--- src/design/spm_pkg.sv ---
// ----------------------------------------------------------------------------
// Shared constants and types of the six-bit port
// ----------------------------------------------------------------------------
package spm_pkg;

  // ----------------------------------------------------------------------------
  // Widths
  // ----------------------------------------------------------------------------
  localparam int unsigned PIN_N  = 6;
  localparam int unsigned ADDR_W = 20;
  localparam int unsigned IDX_W  = ADDR_W - 2;
  localparam int unsigned DATA_W = 32;
  localparam int unsigned STRB_W = DATA_W / 8;
  localparam int unsigned FSEL_W = 3;

  // ----------------------------------------------------------------------------
  // Register indices; byte address is four times the index
  // ----------------------------------------------------------------------------
  localparam logic [IDX_W-1:0] IDX_PORT_DATA   = 18'h0ffd6;
  localparam logic [IDX_W-1:0] IDX_PORT_DIR    = 18'h0ffe6;
  localparam logic [IDX_W-1:0] IDX_PORT_PULLUP = 18'h0ffee;
  localparam logic [IDX_W-1:0] IDX_FUNC_SEL    = 18'h0fffd;
  localparam logic [IDX_W-1:0] IDX_TX_DRIVE    = 18'h0ffff;

  // ----------------------------------------------------------------------------
  // Reset values
  // ----------------------------------------------------------------------------
  localparam logic [PIN_N-1:0]  RST_PORT_DATA   = 6'h00;
  localparam logic [PIN_N-1:0]  RST_PORT_DIR    = 6'h00;
  localparam logic [PIN_N-1:0]  RST_PORT_PULLUP = 6'h00;
  localparam logic [FSEL_W-1:0] RST_FUNC_SEL    = 3'h0;
  localparam logic              RST_TX_SEL      = 1'b0;
  localparam logic              RST_OD_SEL      = 1'b0;

  // ----------------------------------------------------------------------------
  // Field positions and fixed read values
  // ----------------------------------------------------------------------------
  localparam int unsigned FS_SCK_BIT = 0;   // serial_clock_select, pin 0
  localparam int unsigned FS_SI_BIT  = 1;   // serial_in_select, pin 1
  localparam int unsigned FS_SO_BIT  = 2;   // serial_out_select, pin 2
  localparam int unsigned TD_OD_BIT  = 0;   // open_drain_select
  localparam int unsigned TD_TX_BIT  = 2;   // transmit route to neighbour pin
  localparam int unsigned PIN_SCK    = 0;
  localparam int unsigned PIN_SI     = 1;
  localparam int unsigned PIN_SO     = 2;
  localparam logic [7:0]  DIR_READ_VAL  = 8'hff;
  localparam logic [7:0]  TD_FIXED_ONES = 8'hf8;

  // ----------------------------------------------------------------------------
  // Bus answers
  // ----------------------------------------------------------------------------
  localparam logic [1:0] RESP_OKAY   = 2'h0;
  localparam logic [1:0] RESP_SLVERR = 2'h2;

  // ----------------------------------------------------------------------------
  // Types
  // ----------------------------------------------------------------------------
  typedef enum logic {
    WR_COLLECT,
    WR_RESP
  } spm_wr_state_t;

  // Drive of the six pins
  typedef struct packed {
    logic [PIN_N-1:0] o;
    logic [PIN_N-1:0] oe;
    logic [PIN_N-1:0] pu;
  } spm_pin_drive_t;

  // Serial unit side of the pin mux
  typedef struct packed {
    logic so_data;
    logic sck_out;
    logic sck_oe;
  } spm_ser_from_t;

endpackage : spm_pkg

--- src/design/spm_pin_sync.sv ---
`timescale 1ns/1ps
// ----------------------------------------------------------------------------
// Three-stage pin synchroniser with agreement filter
// ----------------------------------------------------------------------------
module spm_pin_sync #(
  parameter int unsigned W = 1
) (
  input  wire logic         clk,
  input  wire logic         rst,
  input  wire logic [W-1:0] din,
  output logic      [W-1:0] dout
);

  typedef struct packed {
    logic [W-1:0] s1;
    logic [W-1:0] s2;
    logic [W-1:0] s3;
    logic [W-1:0] val;
  } spm_sync_state_t;

  spm_sync_state_t q;
  spm_sync_state_t d;

  // Stage one feeds stage two only; the filter looks at two and three
  always_comb begin
    d     = q;
    d.s1  = din;
    d.s2  = q.s1;
    d.s3  = q.s2;
    d.val = (q.s2 & q.s3) | (q.val & (q.s2 ^ q.s3));
  end

  // State register
  always_ff @(posedge clk) begin
    if (rst) begin
      q <= '0;
    end else begin
      q <= d;
    end
  end

  assign dout = q.val;

endmodule : spm_pin_sync

--- src/design/spm_port.sv ---
`timescale 1ns/1ps
module spm_port (
  input  wire logic                                  REF_CLK,
  input  wire logic                                  RST,
  // AXI4-Lite slave
  input  wire logic [spm_pkg::ADDR_W-1:0]            S_AXI_AWADDR,
  input  wire logic                                  S_AXI_AWVALID,
  output logic                                       S_AXI_AWREADY,
  input  wire logic [spm_pkg::DATA_W-1:0]            S_AXI_WDATA,
  input  wire logic [spm_pkg::STRB_W-1:0]            S_AXI_WSTRB,
  input  wire logic                                  S_AXI_WVALID,
  output logic                                       S_AXI_WREADY,
  output logic [1:0]                                 S_AXI_BRESP,
  output logic                                       S_AXI_BVALID,
  input  wire logic                                  S_AXI_BREADY,
  input  wire logic [spm_pkg::ADDR_W-1:0]            S_AXI_ARADDR,
  input  wire logic                                  S_AXI_ARVALID,
  output logic                                       S_AXI_ARREADY,
  output logic [spm_pkg::DATA_W-1:0]                 S_AXI_RDATA,
  output logic [1:0]                                 S_AXI_RRESP,
  output logic                                       S_AXI_RVALID,
  input  wire logic                                  S_AXI_RREADY,
  // Pins
  input  wire logic [spm_pkg::PIN_N-1:0]             PIN_I,
  output spm_pkg::spm_pin_drive_t                    PIN_DRIVE,
  // Serial unit
  input  wire spm_pkg::spm_ser_from_t                SER_FROM,
  output logic                                       SER_SI_DATA,
  output logic                                       SER_SCK_IN,
  output logic [spm_pkg::FSEL_W-1:0]                 SER_PIN_OWNED,
  // Neighbouring port transmit route
  output logic                                       TX_ROUTE_SEL
);

  // ----------------------------------------------------------------------------
  // State
  // ----------------------------------------------------------------------------
  typedef struct packed {
    spm_pkg::spm_wr_state_t          wr_st;
    logic                            aw_have;
    logic                            w_have;
    logic [spm_pkg::ADDR_W-1:0]      aw_addr;
    logic [spm_pkg::DATA_W-1:0]      w_data;
    logic [spm_pkg::STRB_W-1:0]      w_strb;
    logic [1:0]                      b_resp;
    logic                            r_valid;
    logic [spm_pkg::DATA_W-1:0]      r_data;
    logic [1:0]                      r_resp;
    logic [spm_pkg::PIN_N-1:0]       data;
    logic [spm_pkg::PIN_N-1:0]       dir;
    logic [spm_pkg::PIN_N-1:0]       pu;
    logic [spm_pkg::FSEL_W-1:0]      fsel;
    logic                            tx_sel;
    logic                            od_sel;
    spm_pkg::spm_pin_drive_t         drive;
  } spm_state_t;

  spm_state_t                  q;
  spm_state_t                  d;
  logic [spm_pkg::PIN_N-1:0]   pin_live;

  // ----------------------------------------------------------------------------
  // Pin input synchroniser
  // ----------------------------------------------------------------------------
  spm_pin_sync #(
    .W (spm_pkg::PIN_N)
  ) u_pin_sync (
    .clk  (REF_CLK),
    .rst  (RST),
    .din  (PIN_I),
    .dout (pin_live)
  );

  // ----------------------------------------------------------------------------
  // Helpers
  // ----------------------------------------------------------------------------
  // Register index match for a byte address
  function automatic logic idx_hit(input logic [spm_pkg::ADDR_W-1:0] a,
                                   input logic [spm_pkg::IDX_W-1:0]  idx);
    idx_hit = (a[spm_pkg::ADDR_W-1:2] == idx);
  endfunction : idx_hit

  // Any mapped register
  function automatic logic mapped(input logic [spm_pkg::ADDR_W-1:0] a);
    mapped = idx_hit(a, spm_pkg::IDX_PORT_DATA)   | idx_hit(a, spm_pkg::IDX_PORT_DIR) |
             idx_hit(a, spm_pkg::IDX_PORT_PULLUP) | idx_hit(a, spm_pkg::IDX_FUNC_SEL) |
             idx_hit(a, spm_pkg::IDX_TX_DRIVE);
  endfunction : mapped

  // Read value of a register; unmapped reads as zero
  function automatic logic [7:0] read_val(input spm_state_t                s,
                                          input logic [spm_pkg::PIN_N-1:0] live,
                                          input logic [spm_pkg::ADDR_W-1:0] a);
    logic [7:0] v;
    v = 8'h00;
    if (idx_hit(a, spm_pkg::IDX_PORT_DATA)) begin
      // Outputs show the latch, inputs the pin
      v = {2'h0, (s.dir & s.data) | (~s.dir & live)};
    end else if (idx_hit(a, spm_pkg::IDX_PORT_DIR)) begin
      v = spm_pkg::DIR_READ_VAL;
    end else if (idx_hit(a, spm_pkg::IDX_PORT_PULLUP)) begin
      v = {2'h0, s.pu};
    end else if (idx_hit(a, spm_pkg::IDX_FUNC_SEL)) begin
      v = {5'h00, s.fsel};
    end else if (idx_hit(a, spm_pkg::IDX_TX_DRIVE)) begin
      v = spm_pkg::TD_FIXED_ONES;
      v[spm_pkg::TD_TX_BIT] = s.tx_sel;
      v[spm_pkg::TD_OD_BIT] = s.od_sel;
    end
    read_val = v;
  endfunction : read_val

  // ----------------------------------------------------------------------------
  // Bus handshake outputs
  // ----------------------------------------------------------------------------
  // Ready only while the matching holding slot is empty
  assign S_AXI_AWREADY = (q.wr_st == spm_pkg::WR_COLLECT) & ~q.aw_have;
  assign S_AXI_WREADY  = (q.wr_st == spm_pkg::WR_COLLECT) & ~q.w_have;
  assign S_AXI_BVALID  = (q.wr_st == spm_pkg::WR_RESP);
  assign S_AXI_BRESP   = q.b_resp;
  assign S_AXI_ARREADY = ~q.r_valid;
  assign S_AXI_RVALID  = q.r_valid;
  assign S_AXI_RDATA   = q.r_data;
  assign S_AXI_RRESP   = q.r_resp;

  // ----------------------------------------------------------------------------
  // Next state
  // ----------------------------------------------------------------------------
  always_comb begin
    d = q;

    // Write channel: address and data may come in either order
    case (q.wr_st)
      spm_pkg::WR_COLLECT: begin
        if (S_AXI_AWVALID && !q.aw_have) begin
          d.aw_have = 1'b1;
          d.aw_addr = S_AXI_AWADDR;
        end
        if (S_AXI_WVALID && !q.w_have) begin
          d.w_have = 1'b1;
          d.w_data = S_AXI_WDATA;
          d.w_strb = S_AXI_WSTRB;
        end
        if (q.aw_have && q.w_have) begin
          d.wr_st  = spm_pkg::WR_RESP;
          d.b_resp = mapped(q.aw_addr) ? spm_pkg::RESP_OKAY : spm_pkg::RESP_SLVERR;
          // Registers live in byte lane 0; other lanes are dropped
          if (q.w_strb[0]) begin
            if (idx_hit(q.aw_addr, spm_pkg::IDX_PORT_DATA)) begin
              d.data = q.w_data[spm_pkg::PIN_N-1:0];
            end
            if (idx_hit(q.aw_addr, spm_pkg::IDX_PORT_DIR)) begin
              d.dir = q.w_data[spm_pkg::PIN_N-1:0];
            end
            if (idx_hit(q.aw_addr, spm_pkg::IDX_PORT_PULLUP)) begin
              d.pu = q.w_data[spm_pkg::PIN_N-1:0];
            end
            if (idx_hit(q.aw_addr, spm_pkg::IDX_FUNC_SEL)) begin
              d.fsel = q.w_data[spm_pkg::FSEL_W-1:0];
            end
            if (idx_hit(q.aw_addr, spm_pkg::IDX_TX_DRIVE)) begin
              // Only the two live bits take writes
              d.tx_sel = q.w_data[spm_pkg::TD_TX_BIT];
              d.od_sel = q.w_data[spm_pkg::TD_OD_BIT];
            end
          end
        end
      end
      spm_pkg::WR_RESP: begin
        if (S_AXI_BREADY) begin
          d.wr_st   = spm_pkg::WR_COLLECT;
          d.aw_have = 1'b0;
          d.w_have  = 1'b0;
        end
      end
      default: begin
        d.wr_st = spm_pkg::WR_COLLECT;
      end
    endcase

    // Read channel: one read at a time, data sampled at acceptance
    if (q.r_valid) begin
      if (S_AXI_RREADY) begin
        d.r_valid = 1'b0;
      end
    end else if (S_AXI_ARVALID) begin
      d.r_valid = 1'b1;
      d.r_data  = {24'h000000, read_val(q, pin_live, S_AXI_ARADDR)};
      d.r_resp  = mapped(S_AXI_ARADDR) ? spm_pkg::RESP_OKAY : spm_pkg::RESP_SLVERR;
    end

    // General I/O drive for every pin; upper pins stay here always
    d.drive.o  = q.data;
    d.drive.oe = q.dir;

    // Pull-up only on inputs with the enable set
    d.drive.pu = ~q.dir & q.pu;

    // Serial clock takes pin 0 in both directions
    if (q.fsel[spm_pkg::FS_SCK_BIT]) begin
      d.drive.o[spm_pkg::PIN_SCK]  = SER_FROM.sck_out;
      d.drive.oe[spm_pkg::PIN_SCK] = SER_FROM.sck_oe;
    end

    // Serial input: pin 1 never driven
    if (q.fsel[spm_pkg::FS_SI_BIT]) begin
      d.drive.o[spm_pkg::PIN_SI]  = 1'b0;
      d.drive.oe[spm_pkg::PIN_SI] = 1'b0;
    end

    // Serial output: pin 2 driven whatever the direction, except a high bit when open drain is set
    if (q.fsel[spm_pkg::FS_SO_BIT]) begin
      d.drive.o[spm_pkg::PIN_SO]  = SER_FROM.so_data;
      d.drive.oe[spm_pkg::PIN_SO] = 1'b1;
    end

    // Open drain: no high drive, only pull low
    if (q.od_sel) begin
      d.drive.oe[spm_pkg::PIN_SO] = d.drive.oe[spm_pkg::PIN_SO] & ~d.drive.o[spm_pkg::PIN_SO];
      d.drive.o[spm_pkg::PIN_SO]  = 1'b0;
    end
  end

  // ----------------------------------------------------------------------------
  // State register
  // ----------------------------------------------------------------------------
  always_ff @(posedge REF_CLK) begin
    if (RST) begin
      q        <= '0;
      q.data   <= spm_pkg::RST_PORT_DATA;
      q.dir    <= spm_pkg::RST_PORT_DIR;
      q.pu     <= spm_pkg::RST_PORT_PULLUP;
      q.fsel   <= spm_pkg::RST_FUNC_SEL;
      q.tx_sel <= spm_pkg::RST_TX_SEL;
      q.od_sel <= spm_pkg::RST_OD_SEL;
    end else begin
      q <= d;
    end
  end

  // ----------------------------------------------------------------------------
  // Outputs to pins, serial unit and neighbour port
  // ----------------------------------------------------------------------------
  assign PIN_DRIVE     = q.drive;
  assign SER_SI_DATA   = pin_live[spm_pkg::PIN_SI];
  assign SER_SCK_IN    = pin_live[spm_pkg::PIN_SCK];
  assign SER_PIN_OWNED = q.fsel;
  assign TX_ROUTE_SEL  = q.tx_sel;

endmodule : spm_port

--- config.mk ---
export PLATFORM = sky130hd
export DESIGN_NAME = spm_port
export DESIGN_NICKNAME = d
export VERILOG_FILES = /design/src/design/spm_pkg.sv /design/src/design/spm_pin_sync.sv /design/src/design/spm_port.sv
export SDC_FILE = /design/constraint.sdc
export NUM_CORES = 1
export LEC_CHECK = 0
export BUFFER_PORTS_ARGS = -buffer_cell sky130_fd_sc_hd__buf_2
export CORE_AREA = 3 3 91 111
export DETAILED_ROUTE_END_ITERATION = 10
export DIE_AREA = 0 0 94 114
export PLACE_DENSITY = 0.85
export SYNTH_ARGS = -nofsm -noshare
export SYNTH_HDL_FRONTEND = slang
export SYNTH_SLANG_ARGS = --single-unit
--- constraint.sdc ---
create_clock -name REF_CLK -period 2 [get_ports REF_CLK]
set_clock_uncertainty 0.1 [all_clocks]
set_input_delay 0.4 -clock REF_CLK [delete_from_list [all_inputs] [get_ports REF_CLK]]
set_output_delay 0.4 -clock REF_CLK [all_outputs]
set_load 0.03 [all_outputs]
Yosys cells after proc, flatten, opt, wreduce, memory -nomap -nowiden:

Cells that the tools add are included.

* reductions and logical operators: 18
* bitwise logic cells: 25
* multiplexer cells: 20
* equal/unequal tests: 13

Operators by type and width (number)
* equality test 18 x 16 -> 1 bit (second input constant): 10
* two-way mux 8 bit: 5
* two-way mux 35 bit: 1
* bitwise AND 6 bit: 5
* AND reduction 4 bit: 5
* bitwise OR 6 bit: 2
* AND reduction 2 bit: 6
* two-way mux 1 bit: 10
* bitwise OR 1 bit: 8
* inverter 6 bit: 1
* one-hot mux 3 bit (2 select lines): 1
* XOR 6 bit: 1
* inverter 1 bit: 5
* two-way mux 2 bit: 2
* inequality test 2 x 1 -> 1 bit (second input constant): 2
* OR reduction 2 bit: 2
* bitwise AND 1 bit: 3
* logical AND 1 bit: 3
* two-way mux 3 bit: 1
* zero test 1 bit: 2
* inequality test 2 bit (second input constant): 1

* output and inout bits: 65
* word-level logic and storage cells: 102
* input port bits: 92
* bits in registers: 108

Depth between registers and ports, before layout:

* depth in word-level cells: 8
* mapped depth: 6
* mapped depth without buffers: 4

Hierarchy:

From an unflattened synthesis, not the netlist that was laid out.

* cell total of the unflattened synthesis: 466
* area total of the unflattened synthesis: 4429.2 sq um

By module, submodules not included
* spm_port: cells an instance 398, seq. area each 1581.5 sq um, area each 3618.5 sq um, instances 1
* spm_pin_sync: cells an instance 68, seq. area each 480.5 sq um, area each 810.8 sq um, instances 1

Worst setup path after synthesis:

Ideal clock, no wire load.

* kind: register -> register
* from: register q, in the netlist S_AXI_BVALID
* to: register q, in the netlist TX_ROUTE_SEL
* cell stages (with the launch flop): 5
* slack: 354 ps
* setup time: 132 ps
* arrival time: 1413 ps
* path buffers: 0
* cells stage by stage: dfxtp_1 nand3b_4 or4_1 o21ai_1 a21oi_1

* longest elaborated chain between the ends: 2

RTL lines
* start: declaration: line spm_port.sv:58 `spm_state_t q;`
* inverter 1 bit (no line)
* AND reduction 4 bit (no line)

No other way between the ends.
A chain may end at the register's enable or synchronous reset.

Worst setup path in the final report:

* from: register q[120] (netlist bit)
* to: register q[37] (netlist bit)

* longest elaborated chain between the ends: 2

RTL lines
* equality test 18 x 16 -> 1 bit: line spm_port.sv:80 `idx_hit = (a[spm_pkg::ADDR_W-1:2] == idx);`
* AND reduction 4 bit (no line)

No other way between the ends.

==> out/qor.csv <==
metric,value,unit
drc,0,
path_delay_family,simple AND/OR/NAND/NOR gates,
place_hpwl,7100,um
hold_class,in2reg,
portBuffers,97,
cts_hold_buffers,0,
cp_cell_sequence,"nor3b_1, nand4_1, o21ai_1, a21oi_1",
clkSlewWorstSetupHoldPaths,0.09,ns
postCtsSetupBuffers,0,
cts_tree,done,
ant_nets,0,
endpoint_kind,flip-flop,
slowest_delay,0.41,ns
dr.pass1.iters,4,
p_per_area,761,mW/mm2
io_pins,157,
postRouteWirelength,9620,um
rsz0062_at_grt,no,
slew_violations,0,
post-place-ws,0.224,ns
status,completed,
synthDistinctLibCells,50,
synth_flop_cell,dfxtp_1,
start_kind,flip-flop,
final.setup.worst_slack,0.269,ns
seq_area_frac_synth,0.456,
num_vias,3531,
grt_pass1_wl,15100,um
ctsLongestPathBuffers,2,
setup_viol,0,
p_leak,2.08,nW
synth_edf_count,0,
path_buf_inv,0,
rows,38,
grt_pass1_vias,3386,
antenna_found_initial,0,
async_reset_ff_frac,0,
worstPathArrival,1.88,ns
drt_iter0_markers,182,
antenna_cells,0,
finalCritPeriodShare,0.865,
period_needed,1.73,ns
cts_buffers,9,
max_cap_viol_count,0,
slowest_stage,nand4_1,
ys_seq_elements,103,
syn-cell-area,0.00452,mm2
critical_path_class,reg2reg,
drive_gt1_frac,0.223,
area_growth,9.49,%
hold_viol,0,
die_h,114,um
fillers,842,
worst_pin_slew,0.601,ns
h-tree-depth,3,
slew_headroom,0.599,
dieArea,0.0107,mm2
ctsRootBufferMaster,clkbuf_8,
grtUsageTotal,0.180,
nets,653,
die_w,94,um
required,2.15,ns
wire_per_inst,14.1,um
path_max_fanout,6,
ir_worst_vdd,0.000393,V
netlist_instances,497,
initial_core_util,0.501,
syn_avg_cell_area,9.10,um2
clk_latency,0.37,ns
tns,0,ns
cts.sinks,103,
viasPerCell,5.19,
grt_max_degree,86,
gp_congestion,0.834,
grt-ovfl-total,0,
core-area,0.00903,mm2
max_freq,578,MHz
yosysWarnings,0,
ctsResizeCount,0,
-- area by class of cell --
| cell class | count | area (um2) | share of cell area |
|---|---|---|---|
| Clock buffer | 11 | 131 | 0.0265 |
| Clock inverter | 5 | 56.3 | 0.0114 |
| Inverter | 2 | 7.51 | 0.00152 |
| Multi-Input combinational cell | 338 | 2020 | 0.407 |
| Sequential cell | 103 | 2060 | 0.416 |
| Tap cell | 120 | 150 | 0.0303 |
| Timing Repair Buffer | 101 | 528 | 0.107 |
-- power by group --
group | leakage (nW) | internal [W] | switching, W
clock | 0.0937 | 0.000580 | 0.000678
combinational | 1.14 | 0.000126 | 0.000229
sequential | 0.838 | 0.00210 | 0.0000504
total | 2.08 | 0.00281 | 0.000957
-- cells by family (layout without fill, tap and decap cells) --
| kind of cell | count (synthesis) | count (layout) | synth area share |
|---|---|---|---|
| simple gates | 188 | 188 | 0.245 |
| flops | 103 | 103 | 0.456 |
| compound gates | 99 | 99 | 0.121 |
| buf+inv | 81 | 119 | 0.119 |
| mux | 18 | 18 | 0.0398 |
| fa+ha+maj | 6 | 6 | 0.0166 |
| other cells | 1 | 26 | 0.000829 |
| xor+xnor | 1 | 1 | 0.00194 |
-- sequential cells by signal (all words and copies together), names as in the netlist, 3 cells and up --
register,count
PIN_DRIVE,18
SER_PIN_OWNED,3
S_AXI_RDATA,7
d,6
q,40
u_pin_sync.d,12
u_pin_sync.dout,6
u_pin_sync.q,6
-- Yosys cell counts (all sizes together) (3+ instances only) --
cell | number | area share
nand2 | 41 | 0.034
buf | 70 | 0.11
o22ai | 3 | 0.0042
ha | 6 | 0.017
nor3 | 5 | 0.0080
a22o | 3 | 0.0058
nor3b | 11 | 0.018
nor2 | 23 | 0.019
dfxtp | 103 | 0.46
mux2i | 18 | 0.040
nand4 | 12 | 0.017
and4 | 6 | 0.012
a31oi | 3 | 0.0042
nor2b | 36 | 0.050
a21oi | 51 | 0.056
clkbuf | 9 | 0.0075
nand3 | 27 | 0.030
nand2b | 4 | 0.0055
and4bb | 4 | 0.011
o21ai | 31 | 0.034
-- cells in the final DEF (no fill, tap or decap), drive strengths merged, types with 11 or more instances in the layout --
| master | Yosys | routed |
|---|---|---|
| a21oi | 51 | 51 |
| buf | 70 | 101 |
| clkbuf | 9 | 11 |
| conb | 1 | 26 |
| dfxtp | 103 | 103 |
| mux2i | 18 | 18 |
| nand2 | 41 | 41 |
| nand3 | 27 | 27 |
| nand4 | 12 | 12 |
| nor2 | 23 | 23 |
| nor2b | 36 | 36 |
| nor3b | 11 | 11 |
| o21ai | 31 | 31 |
-- through the flow --
step                      hold WS, ns  cells  instance area [um2]  utilization  power, W
final                           0.129    680                 4950        0.548   0.00377
after global routing            0.109    680                 4950        0.548   0.00394
after CTS                       0.112    680                 4950        0.548   0.00381
after detailed placement        0.330    664                 4760        0.527   0.00255
after global placement          0.318    664                 4760        0.527   0.00254
after floorplan                 0.314    522                 4620            -   0.00248
-- path summary, 6_finish.rpt --
| check | end | startpoint | slack, ns | cells past startpoint |
|---|---|---|---|---|
| worst max-delay path | q[37]$_SDFFE_PP0P_ | q[120]$_SDFFE_PP0P_ | 0.27 | 4 |
| worst min-delay path | S_AXI_RVALID$_SDFF_PP0_ | S_AXI_RREADY | 0.13 | 2 |
| worst max register to register | q[37]$_SDFFE_PP0P_ | q[120]$_SDFFE_PP0P_ | 0.27 | 4 |
| worst min register to register | u_pin_sync.d[7]$_SDFF_PP0_ | u_pin_sync.d[13]$_SDFF_PP0_ | 0.35 | 1 |
-- layer usage --
metal,GRT usage,wire length (um)
met2,0.304,4700
met1,0.205,3990
met5,0,0
met4,0.106,252
met3,0.0435,674
No activity file was read; power rests on OpenSTA's default activity.
